--- src/dpio_defines.svh ---
/*
  Register addresses, field positions, reset values and widths for the dual pin port.
  Assumes it is included by its bare name from the package and the design modules.
*/
`ifndef DPIO_DEFINES_SVH
`define DPIO_DEFINES_SVH

// ****************************************************************
// Register addresses (9-bit register file address).
// ****************************************************************
`define DPIO_ADDR_W 9
`define DPIO_ADDR_BIDIR_DATA 9'h007
`define DPIO_ADDR_BIDIR_DIR 9'h087
`define DPIO_ADDR_INPUT_DATA 9'h107
`define DPIO_ADDR_SEG_ENABLE 9'h10D
`define DPIO_ADDR_INPUT_DIR 9'h187

// ****************************************************************
// Widths and reset values.
// ****************************************************************
`define DPIO_BIDIR_W 6
`define DPIO_INPUT_W 8
`define DPIO_RST_BIDIR_DIR 6'h3F
`define DPIO_RST_BIDIR_LATCH 6'h00
`define DPIO_RST_INPUT_DIR 8'hFF
`define DPIO_RST_SEG_ENABLE 8'hFF

// ****************************************************************
// Field positions.
// ****************************************************************
`define DPIO_SEG_LOW_BIT 3
`define DPIO_SEG_HIGH_BIT 4
`define DPIO_PIN_TMR_CKI 0
`define DPIO_PIN_TMR_OSI 1
`define DPIO_PIN_CCP 2
`define DPIO_PIN_SCK 3
`define DPIO_PIN_SDI 4
`define DPIO_PIN_SDO 5

`endif

--- src/dpio_pkg.sv ---
/*
  Types shared by the dual pin port design.
  Assumes dpio_defines.svh is on the include path.
*/
`default_nettype none

package dpio_pkg;
  `include "dpio_defines.svh"

  // ****************************************************************
  // Writing operations offered to the core.
  // ****************************************************************
  typedef enum logic [1:0] {
    DPIO_OP_WRITE = 2'b00,
    DPIO_OP_SET = 2'b01,
    DPIO_OP_CLEAR = 2'b10,
    DPIO_OP_TOGGLE = 2'b11
  } dpio_op_t;
endpackage : dpio_pkg

`default_nettype wire

--- src/dpio_rmw_alu.sv ---
/*
  Modify stage of the read-modify-write path: combines the value read back with the operand.
  Assumes the caller supplies the read value already chosen for the addressed register.
*/
`timescale 1ns/10ps
`default_nettype none

module dpio_rmw_alu #(
  parameter int W = 8
) (
  // Operation and operands.
  input wire dpio_pkg::dpio_op_t i_op,
  input wire logic [W-1:0] i_src,
  input wire logic [W-1:0] i_operand,
  input wire logic [2:0] i_bit,
  // Whole result to write back.
  output logic [W-1:0] o_result
);
  import dpio_pkg::*;

  logic [W-1:0] mask;

  // One-hot mask for the set and clear operations.
  assign mask = {{(W-1){1'b0}}, 1'b1} << i_bit;

  // A plain write ignores the read value; set and clear keep the other bits as read, toggle flips the read bits where the operand has ones.
  always_comb
  begin
    case (i_op)
      DPIO_OP_WRITE: o_result = i_operand;
      DPIO_OP_SET: o_result = i_src | mask;
      DPIO_OP_CLEAR: o_result = i_src & ~mask;
      DPIO_OP_TOGGLE: o_result = i_src ^ i_operand;
      default: o_result = i_operand;
    endcase
  end
endmodule : dpio_rmw_alu

`default_nettype wire

--- src/dpio_port.sv ---
/*
  Dual pin port: a six-pin bidirectional port with peripheral overrides and an eight-pin
  input-only port shared with segment drivers, reached through the core register file port.
  Assumes pin inputs are synchronous to i_clk_sys and that the core issues at most one
  register access per cycle.
*/
// Functional notes
// - The bidirectional port has six pins, each with its own direction bit.
// - An enabled peripheral forces its pin direction regardless of the direction bit.
// - The bidirectional direction register at 87h resets to ones on any reset; the data latch at 07h holds over non-power-on resets.
// - The two upper bits of the bidirectional port registers always read zero.
// - Bits 0-1 serve the timer oscillator, bit 2 capture/compare/PWM, bits 3-5 serial clock, data in and data out.
// - A direction bit of one makes a pin an input and zero makes it an output.
// - The eight-pin port is digital input only, each pin shared with a segment driver.
// - Power-on reset sets the segment enable register at 10Dh to all ones, giving pins to the segment drivers.
// - A set segment enable overrides the direction bits and the pin reads digitally only when cleared.
// - Input pins 0 to 7 pair in order with segment drivers 12 to 19.
// - The input direction register at 187h resets to ones and the input data at 107h reads zero after reset.
// - Reading a data register returns the pin levels and writing loads the output latch; the input data register at 107h has no latch and ignores writes.
// - Every set, clear and toggle write to 07h reads the pins, modifies the value and writes the whole result to the latches; a plain write stores the operand.
// - A read-modify-write stores the level of input pins into their latches for later driving.
`timescale 1ns/10ps
`default_nettype none
`include "dpio_defines.svh"

module dpio_port (
  // Clock and resets.
  input wire logic i_clk_sys,
  input wire logic i_arst_n,
  input wire logic i_rst_other,
  // Register file port from the core.
  input wire logic [8:0] i_addr,
  input wire logic i_rd_en,
  input wire logic i_wr_en,
  input wire dpio_pkg::dpio_op_t i_wr_op,
  input wire logic [7:0] i_wr_data,
  input wire logic [2:0] i_wr_bit,
  output logic [7:0] o_rd_data,
  output logic o_rd_valid,
  // Peripherals sharing the bidirectional pins.
  input wire logic i_timer_osc_en,
  input wire logic i_ccp_en,
  input wire logic i_ccp_drive,
  input wire logic i_ccp_out,
  input wire logic i_serial_en,
  input wire logic i_serial_master,
  input wire logic i_sck_out,
  input wire logic i_sdo_out,
  // Bidirectional pins.
  input wire logic [5:0] i_bidir_pin,
  output logic [5:0] o_bidir_out,
  output logic [5:0] o_bidir_oe,
  // Input-only pins and segment driver hand-off.
  input wire logic [7:0] i_input_pin,
  output logic [7:0] o_seg_drive_en,
  output logic [7:0] o_input_digital
);
  import dpio_pkg::*;

  // ****************************************************************
  // Storage and internal nets.
  // ****************************************************************
  logic [5:0] bidir_lat_ff;
  logic [5:0] bidir_dir_ff;
  logic [7:0] input_dir_ff;
  logic [7:0] seg_en_ff;
  logic [7:0] rd_data_ff;
  logic rd_valid_ff;
  logic [7:0] nxt_rd_data;
  logic [7:0] rmw_result;
  logic [5:0] ovr_en;
  logic [5:0] ovr_out;
  logic [5:0] ovr_val;
  logic [7:0] seg_owns;
  logic [7:0] input_read;
  logic wr_bidir_data;
  logic wr_bidir_dir;
  logic wr_input_dir;
  logic wr_seg_en;

  // ****************************************************************
  // Peripheral overrides of the bidirectional pins.
  // ****************************************************************

  // Oscillator pins go analog, so both are held as inputs while the oscillator runs.
  always_comb
  begin
    ovr_en = 6'h00;
    ovr_out = 6'h00;
    ovr_val = 6'h00;
    ovr_en[`DPIO_PIN_TMR_CKI] = i_timer_osc_en;
    ovr_en[`DPIO_PIN_TMR_OSI] = i_timer_osc_en;
    ovr_en[`DPIO_PIN_CCP] = i_ccp_en;
    ovr_out[`DPIO_PIN_CCP] = i_ccp_drive;
    ovr_val[`DPIO_PIN_CCP] = i_ccp_out;
    ovr_en[`DPIO_PIN_SCK] = i_serial_en;
    ovr_out[`DPIO_PIN_SCK] = i_serial_master;
    ovr_val[`DPIO_PIN_SCK] = i_sck_out;
    ovr_en[`DPIO_PIN_SDI] = i_serial_en;
    ovr_en[`DPIO_PIN_SDO] = i_serial_en;
    ovr_out[`DPIO_PIN_SDO] = 1'b1;
    ovr_val[`DPIO_PIN_SDO] = i_sdo_out;
  end

  // Per pin: an owning peripheral decides direction, else a zero direction bit drives.
  genvar gi;
  generate
    for (gi = 0; gi < `DPIO_BIDIR_W; gi++)
    begin : g_bidir
      assign o_bidir_oe[gi] = ovr_en[gi] ? ovr_out[gi] : ~bidir_dir_ff[gi];
      assign o_bidir_out[gi] = (ovr_en[gi] && ovr_out[gi]) ? ovr_val[gi] : bidir_lat_ff[gi];
    end
  endgenerate

  // ****************************************************************
  // Input-only port and segment ownership.
  // ****************************************************************

  // Only two enable bits reach this port, so each covers a nibble of pins.
  assign seg_owns = {{4{seg_en_ff[`DPIO_SEG_HIGH_BIT]}}, {4{seg_en_ff[`DPIO_SEG_LOW_BIT]}}};
  assign o_seg_drive_en = seg_owns;
  assign o_input_digital = ~seg_owns;
  // Segment-owned pins read low; this also gives the zero value seen after reset.
  assign input_read = i_input_pin & ~seg_owns;

  // ****************************************************************
  // Register read source and read-modify-write.
  // ****************************************************************

  // The data registers return pin levels, never the latches.
  always_comb
  begin
    case (i_addr)
      `DPIO_ADDR_BIDIR_DATA: nxt_rd_data = {2'b00, i_bidir_pin};
      `DPIO_ADDR_BIDIR_DIR: nxt_rd_data = {2'b00, bidir_dir_ff};
      `DPIO_ADDR_INPUT_DATA: nxt_rd_data = input_read;
      `DPIO_ADDR_SEG_ENABLE: nxt_rd_data = seg_en_ff;
      `DPIO_ADDR_INPUT_DIR: nxt_rd_data = input_dir_ff;
      default: nxt_rd_data = 8'h00;
    endcase
  end

  // The same read value feeds the modify stage, so input pins get their level latched.
  dpio_rmw_alu #(
    .W(8)
  ) u_alu (
    .i_op(i_wr_op),
    .i_src(nxt_rd_data),
    .i_operand(i_wr_data),
    .i_bit(i_wr_bit),
    .o_result(rmw_result)
  );

  // Write decodes; the input data register has no latch and ignores writes.
  assign wr_bidir_data = i_wr_en && (i_addr == `DPIO_ADDR_BIDIR_DATA);
  assign wr_bidir_dir = i_wr_en && (i_addr == `DPIO_ADDR_BIDIR_DIR);
  assign wr_input_dir = i_wr_en && (i_addr == `DPIO_ADDR_INPUT_DIR);
  assign wr_seg_en = i_wr_en && (i_addr == `DPIO_ADDR_SEG_ENABLE);

  // ****************************************************************
  // Registers.
  // ****************************************************************

  // The latch holds across non-power-on resets so outputs do not glitch on a restart.
  always_ff @(posedge i_clk_sys or negedge i_arst_n)
  begin
    if (!i_arst_n)
      bidir_lat_ff <= `DPIO_RST_BIDIR_LATCH;
    else if (wr_bidir_data && !i_rst_other)
      bidir_lat_ff <= rmw_result[5:0];
  end

  // Direction returns to all inputs on every reset.
  always_ff @(posedge i_clk_sys or negedge i_arst_n)
  begin
    if (!i_arst_n)
      bidir_dir_ff <= `DPIO_RST_BIDIR_DIR;
    else if (i_rst_other)
      bidir_dir_ff <= `DPIO_RST_BIDIR_DIR;
    else if (wr_bidir_dir)
      bidir_dir_ff <= rmw_result[5:0];
  end

  // Input port direction has no effect on pins but is kept for software.
  always_ff @(posedge i_clk_sys or negedge i_arst_n)
  begin
    if (!i_arst_n)
      input_dir_ff <= `DPIO_RST_INPUT_DIR;
    else if (i_rst_other)
      input_dir_ff <= `DPIO_RST_INPUT_DIR;
    else if (wr_input_dir)
      input_dir_ff <= rmw_result;
  end

  // Segment enable returns to all segments on every reset.
  always_ff @(posedge i_clk_sys or negedge i_arst_n)
  begin
    if (!i_arst_n)
      seg_en_ff <= `DPIO_RST_SEG_ENABLE;
    else if (i_rst_other)
      seg_en_ff <= `DPIO_RST_SEG_ENABLE;
    else if (wr_seg_en)
      seg_en_ff <= rmw_result;
  end

  // Read data is registered one cycle after the request.
  always_ff @(posedge i_clk_sys or negedge i_arst_n)
  begin
    if (!i_arst_n)
    begin
      rd_data_ff <= 8'h00;
      rd_valid_ff <= 1'b0;
    end
    else
    begin
      rd_valid_ff <= i_rd_en;
      if (i_rd_en)
        rd_data_ff <= nxt_rd_data;
    end
  end

  assign o_rd_data = rd_data_ff;
  assign o_rd_valid = rd_valid_ff;
endmodule : dpio_port

`default_nettype wire

--- config.mk ---
export PLATFORM = sky130hd
export DESIGN_NAME = dpio_port
export DESIGN_NICKNAME = d
export VERILOG_FILES = /design/src/dpio_pkg.sv /design/src/dpio_rmw_alu.sv /design/src/dpio_port.sv
export VERILOG_INCLUDE_DIRS = /design/src
export SDC_FILE = /design/constraint.sdc
export NUM_CORES = 1
export LEC_CHECK = 0
export ABC_AREA = 1
export CORE_ASPECT_RATIO = 0.9
export CORE_UTILIZATION = 45
export CTS_BUF_LIST = sky130_fd_sc_hd__clkbuf_8
export DETAILED_ROUTE_END_ITERATION = 16
export DONT_BUFFER_PORTS = 1
export GPL_ROUTABILITY_DRIVEN = 0
export PLACE_DENSITY = 0.66
export REMOVE_ABC_BUFFERS = 1
export SLEW_MARGIN = 15
export SYNTH_ARGS = -nofsm -noshare
export SYNTH_HDL_FRONTEND = slang
export SYNTH_SLANG_ARGS = --single-unit
--- constraint.sdc ---
create_clock -name i_clk_sys -period 4.25 [get_ports i_clk_sys]
set_input_delay 0.425 -clock i_clk_sys [delete_from_list [all_inputs] [get_ports i_clk_sys]]
set_output_delay 0.425 -clock i_clk_sys [all_outputs]
set_load 0.05 [all_outputs]
==> reports/metrics.csv, run 1 <==
metric,value,unit
outcome,completed,
CTS root buf,clkbuf_8,
number of synthesis warnings,0,
final WL,7040,um
die area,6300,sq um
gr usage total,23.4,%
most common cell in the synthesized netlist,nand2_1,
"non-filler cells, final",452,
Post-synth EDFFs,0,
M2 GR Usage,37.8,%
Seq cells post-synth,37,
relative slew slack,34.8,%
total power,0.897,mW
drt via density,5.31,
CTS buffer count,5,
Pre-antenna DRT Iters,4,
setup tns final,0,ns
die width,83.5,um
final setup margin,1.58,ns
Min-Delay Path Class,in2reg,
die height,75.4,um
Initial DRC Count,101,
Crit Path Max Fanout,8,
Final Hold Fails,0,
first-pass GRT wire length,11200,um
crit path from,seg_en_ff[4],
I/O pin total,86,
Final ANT Viol Nets,0,
"CTS clk-pin slew, worst paths",0.08,ns
Hold Startpoint,i_rd_en,
pin count of the biggest net entering global routing,38,
largest area contributor in the netlist,dfstp_2,
area taken by multi-input logic gates,1380,sq um
P&R area growth vs syn,1.12,%
Port Buf Inserts,0,
post-CTS setup buffer count,0,
Tcrit/Tclk final,62.7,%
clk_lat worst skew,0.30,ns
largest cells by area after synthesis,"dfstp_2 (21%), nand2_1 (20%), dfrtp_1 (14%), nand3_1 (5.8%), inv_1 (5.7%)",
Pwr Density,329,nW/um^2
Vias,2401,
top cell type's share of synthesized area,21.5,%
Synth top cells by count,"nand2_1 (140), inv_1 (41), nand3_1 (31)",
Final Max Tran Viols,0,
Setup crit start kind,flop,
DRC errors left,0,
sequential cell area,953,sq um
sequential area share after synthesis,35.4,%
DR WL/cell,15.6,um
overflow left after global routing,0,
"Top FF cell, synth",dfstp_2,
# setup viols final,0,
critical path type,reg2reg,
Detail Placement HPWL,5380,um
clk sinks,37,
core area,5730,sq um
Max Cap Viol,0,
LEAKAGE,1.42,nW
RSZ-0062 raised after global routing,no,
synthesized area,2690,sq um
clk buf depth,2,
"Distinct cells, synth",29,
row cnt,26,
achievable frequency,375,MHz
met1 Use GR,31.1,%
Worst R2R Start,seg_en_ff[4],
Layout Nets,430,
mean post-synth cell area,6.82,sq um
Max H-tree Level,2,
Top Usage Layer GRT,met2,
initial antenna violation count,0,
clock skew,0.00568,ns
Post-synth ARST share,100,%
Worst Max-Slew Pin Slew,0.977,ns
initial core utilization,47.0,%
Period minus WS final,2.67,ns
CTS tree,done,
share of layout cells above drive strength 1,19.1,%
ANT cells,0,
Synth Instances,395,
hold slack,0.149,ns
worst vdd ir,0.000157,V
Critical Path RT,4.49,ns
grt met3 use,6.28,%
via count of the first global-routing pass,2272,
Post-Place Cells,442,
CP arrival,2.90,ns
pre-CTS setup slack,1.59,ns
CP Capture Type,flop,
filler cell count in the final layout,588,
layout by cell type, fill, tap and decap left out:
master           n
nand4_1         11
mux2_2           3
nand3_2          3
or2_2            4
a31oi_1          4
o21ai_0         17
nand3_1         31
inv_2            5
nand2_4          1
nor2_2           3
nand2_1        140
nand2_2         14
clkbuf_8         6
buf_12           1
a21oi_1          7
and2_1           1
nand3b_1         2
inv_1           41
o21ai_1          6
dlygate4sd3_1    1
dfstp_2         22
buf_4            2
and3_2           1
a21oi_2          1
dfrtp_1         15
nor2_1          24
nor2_4           7
clkinv_1         1
nor3_1           8
final cells by class:
type                            count  area share (%)
Multi-Input combinational cell    288            50.6
Sequential cell                    37            35.0
Inverter                           45            6.20
Tap cell                           70            3.22
Clock buffer                        6            3.03
Timing Repair Buffer                4            1.65
Clock inverter                      2           0.276
per-layer routing:
metal / vias up / wire length (um)
met5: - / 0
met4: 0 / 146
met3: 14 / 596
met2: 89 / 3180
met1: 1093 / 3110
li1: 1205 / -
stage by stage:
step	cell area, sq um	utilization, %
3_3_place_gp	2600	45.5
2_1_floorplan	2500	-
5_1_grt	2720	47.6
4_1_cts	2720	47.6
3_5_place_dp	2600	45.5
6_report	2720	47.6
final timing paths:
path                              endpoint  slack (ns)  cells past startpoint
max                        input_dir_ff[6]        1.58                      9
min                             o_rd_valid        0.15                      0
max reg2reg                input_dir_ff[6]        1.58                      9
min reg2reg                   seg_en_ff[1]        0.47                      2
max in group asynchronous  bidir_dir_ff[5]        3.41                      2
min in group asynchronous       o_rd_valid        0.57                      2
state kept, by name, indices dropped and copies added (netlist names):
register,cells
input_dir_ff,8
o_rd_data,8
seg_en_ff,8
bidir_dir_ff,6
bidir_lat_ff,6
o_rd_valid,1
power by group:
part / leakage, nW / internal (mW) / switching, mW
clock: 0.0538 / 0.128 / 0.132
combinational: 0.931 / 0.0418 / 0.170
sequential: 0.432 / 0.396 / 0.0295
what timing repair did:
action | in CTS | in global routing
endpoints found under the hold margin | 37 | 0
gates resized for setup | 0 | 0
setup endpoints to repair | 0 | 0
hold buffers | 2 | 0
logic make-up after synthesis:
family          synth area share (%)
compound gates                  6.83
buf+inv                         13.4
flops                           35.4
mux                             1.25
simple gates                    43.1
critical path: stages (launching register included):
cell and delay (ns):
dfstp_2 0.52, buf_4 0.48, inv_2 0.57, nand3_1 0.24, nand3_1 0.16, or2_2 0.31
nand3_1 0.07, nand4_1 0.11, nand2_1 0.08, nand2_1 0.05
No activity file was read; power rests on OpenSTA's default activity.
==> inputs of run 2 (changes only) <==
Clock period 4.25 ns to 2.6 ns, I/O delays scaled along.
==> run 2 against run 1 <==
Maximum frequency increased by 53%. Via count increased by 1.8%. Worst setup slack got worse by 0.73 ns. Critical path depth increased by 2. Count of clock-buffer cells in the layout unchanged. Flip-flop and latch count unchanged. Register-to-register slack got worse by 0.73 ns. Die area unchanged. Final area increased by 2.7%.
==> reports/metrics.csv, run 2 (synthesized netlist as in run 1, its figures left out) <==
metric,value,unit
outcome,completed,
met1 wire length,3180,um
Period minus WS final,1.74,ns
via count of the first global-routing pass,2396,
"commonest cells after routing, fill and taps aside","nand2_1 (140), inv_1 (40), nand3_1 (31), nor2_1 (24), dfstp_2 (22)",
design area,2800,sq um
"most common cell after layout, fill and taps aside",nand2_1,
LEAKAGE,1.45,nW
most frequent CP cell,nand2_1,
Pre-antenna DRT Iters,5,
die height,75.4,um
pin count of the biggest net entering global routing,38,
clock skew,0.00200,ns
Final ANT Viol Nets,0,
clk buf depth,2,
final WL,7090,um
relative slew slack,40.9,%
RSZ-0062 raised after global routing,no,
CTS root buf,clkbuf_8,
Post-Place Cells,447,
Max H-tree Level,2,
# setup viols final,0,
clk_lat worst skew,0.28,ns
overflow left after global routing,0,
Initial DRC Count,127,
clk sinks,37,
filler cell count in the final layout,587,
CTS buffer count,5,
achievable frequency,574,MHz
Worst path slowest cell,dfstp_2,
row cnt,26,
Final Max Tran Viols,0,
share of layout cells above drive strength 1,20.4,%
"Largest stage delay, worst path",0.63,ns
Worst Max-Slew Pin Slew,0.883,ns
gr usage total,23.9,%
initial core utilization,47.0,%
I/O pin total,86,
P&R area growth vs syn,3.86,%
core area,5730,sq um
Final Hold Fails,0,
critical path type,reg2reg,
"CTS clk-pin slew, worst paths",0.07,ns
WL met2,3260,um
die area,6300,sq um
DR WL/cell,15.5,um
DRC errors left,0,
first-pass GRT wire length,11700,um
Buf/Inv on CP,1,
worst vdd ir,0.000310,V
"Largest delay share family, worst path",simple AND/OR/NAND/NOR gates,
"non-filler cells, final",458,
Max Cap Viol,0,
total power,1.57,mW
Min-Delay Path Class,in2reg,
placed cell area,2640,sq um
die width,83.5,um
Critical Path RT,2.82,ns
CTS tree,done,
Layout Nets,436,
CP Cell Sequence,inv_2 -> nand2_1 -> nor3_1 -> nor2_2 -> nand3_1 -> a21oi_1 -> nand2_1 -> nand2_1 -> nand2_2 -> nand2_1 -> nand2_1,
ANT cells,0,
CP arrival,1.96,ns
setup tns final,0,ns
post-CTS setup buffer count,0,
Setup crit start kind,flop,
metal3 WL,582,um
Detail Placement HPWL,5510,um
CP Capture Type,flop,
initial antenna violation count,0,
Port Buf Inserts,0,
Tcrit/Tclk final,67.0,%
final core occ,48.8,%
Crit Path Max Fanout,7,
Pwr Density,560,nW/um^2
Vias,2444,
Max Used Layer,met4,
drt via density,5.34,
[run 2: changes by cell type in the layout (fill, tap and decap cells not counted), sizes merged]
| cell | previous run | this run |
|---|---|---|
| bufinv | 0 | 1 |
| inv | 46 | 45 |
| buf | 3 | 8 |
| dlygate4sd3 | 1 | 2 |
[run 2: layout make-up]
cell class	count	area (sq um)	area share, %
tap	70	87.6	3.13
multi-input combinational	288	1380	49.3
timing repair buffer	10	92.6	3.31
sequential	37	953	34.1
clock buffer	6	82.6	2.95
clock inverter	2	33.8	1.21
inverter	45	169	6.04
[run 2: where the power goes]
| group | switching (mW) | internal (mW) | total, mW |
|---|---|---|---|
| logic | 0.275 | 0.0783 | 0.353 |
| registers | 0.0550 | 0.647 | 0.702 |
| clock network | 0.202 | 0.309 | 0.511 |
| total | 0.532 | 1.03 | 1.57 |
[run 2: worst paths after layout]
check	from	to	slack (ns)	cells after the start
min reg2reg	input_dir_ff[2]	input_dir_ff[2]	0.47	2
max	seg_en_ff[3]	input_dir_ff[2]	0.86	11
min in group asynchronous	i_arst_n	o_rd_valid	0.43	2
min	i_rd_en	o_rd_data[4]	0.07	1
max reg2reg	seg_en_ff[3]	input_dir_ff[2]	0.86	11
max in group asynchronous	i_arst_n	input_dir_ff[2]	1.92	2
[run 2: repair_timing]
action / 4_1_cts / 5_1_grt
hold endpoints to repair: 38 / 0
hold buffers: 3 / 0
resized for setup: 0 / 0
[run 2: worst register-to-register path, cell delays in order, from the launching register on]
cell	delay (ns)
dfstp_2	0.63
inv_2	0.06
nand2_1	0.06
nor3_1	0.05
nor2_2	0.23
nand3_1	0.10
a21oi_1	0.14
nand2_1	0.06
nand2_1	0.13
nand2_2	0.09
nand2_1	0.07
nand2_1	0.05
[run 2: metal layers]
metal  vias to the layer above  global-route usage [%]
met5                         -                       0
met4                         0                    5.27
met3                         8                    5.96
met2                        86                    40.9
met1                      1137                    31.3
li1                       1213                       -
[run 2: per-stage QoR]
stage	setup slack (ns)	hold slack (ns)
finish	0.857	0.0702
global route	0.677	0.0580
CTS	0.867	0.0599
detailed placement	0.737	-0.0349
global placement	0.791	-0.0348
floorplan	-0.791	-0.0356
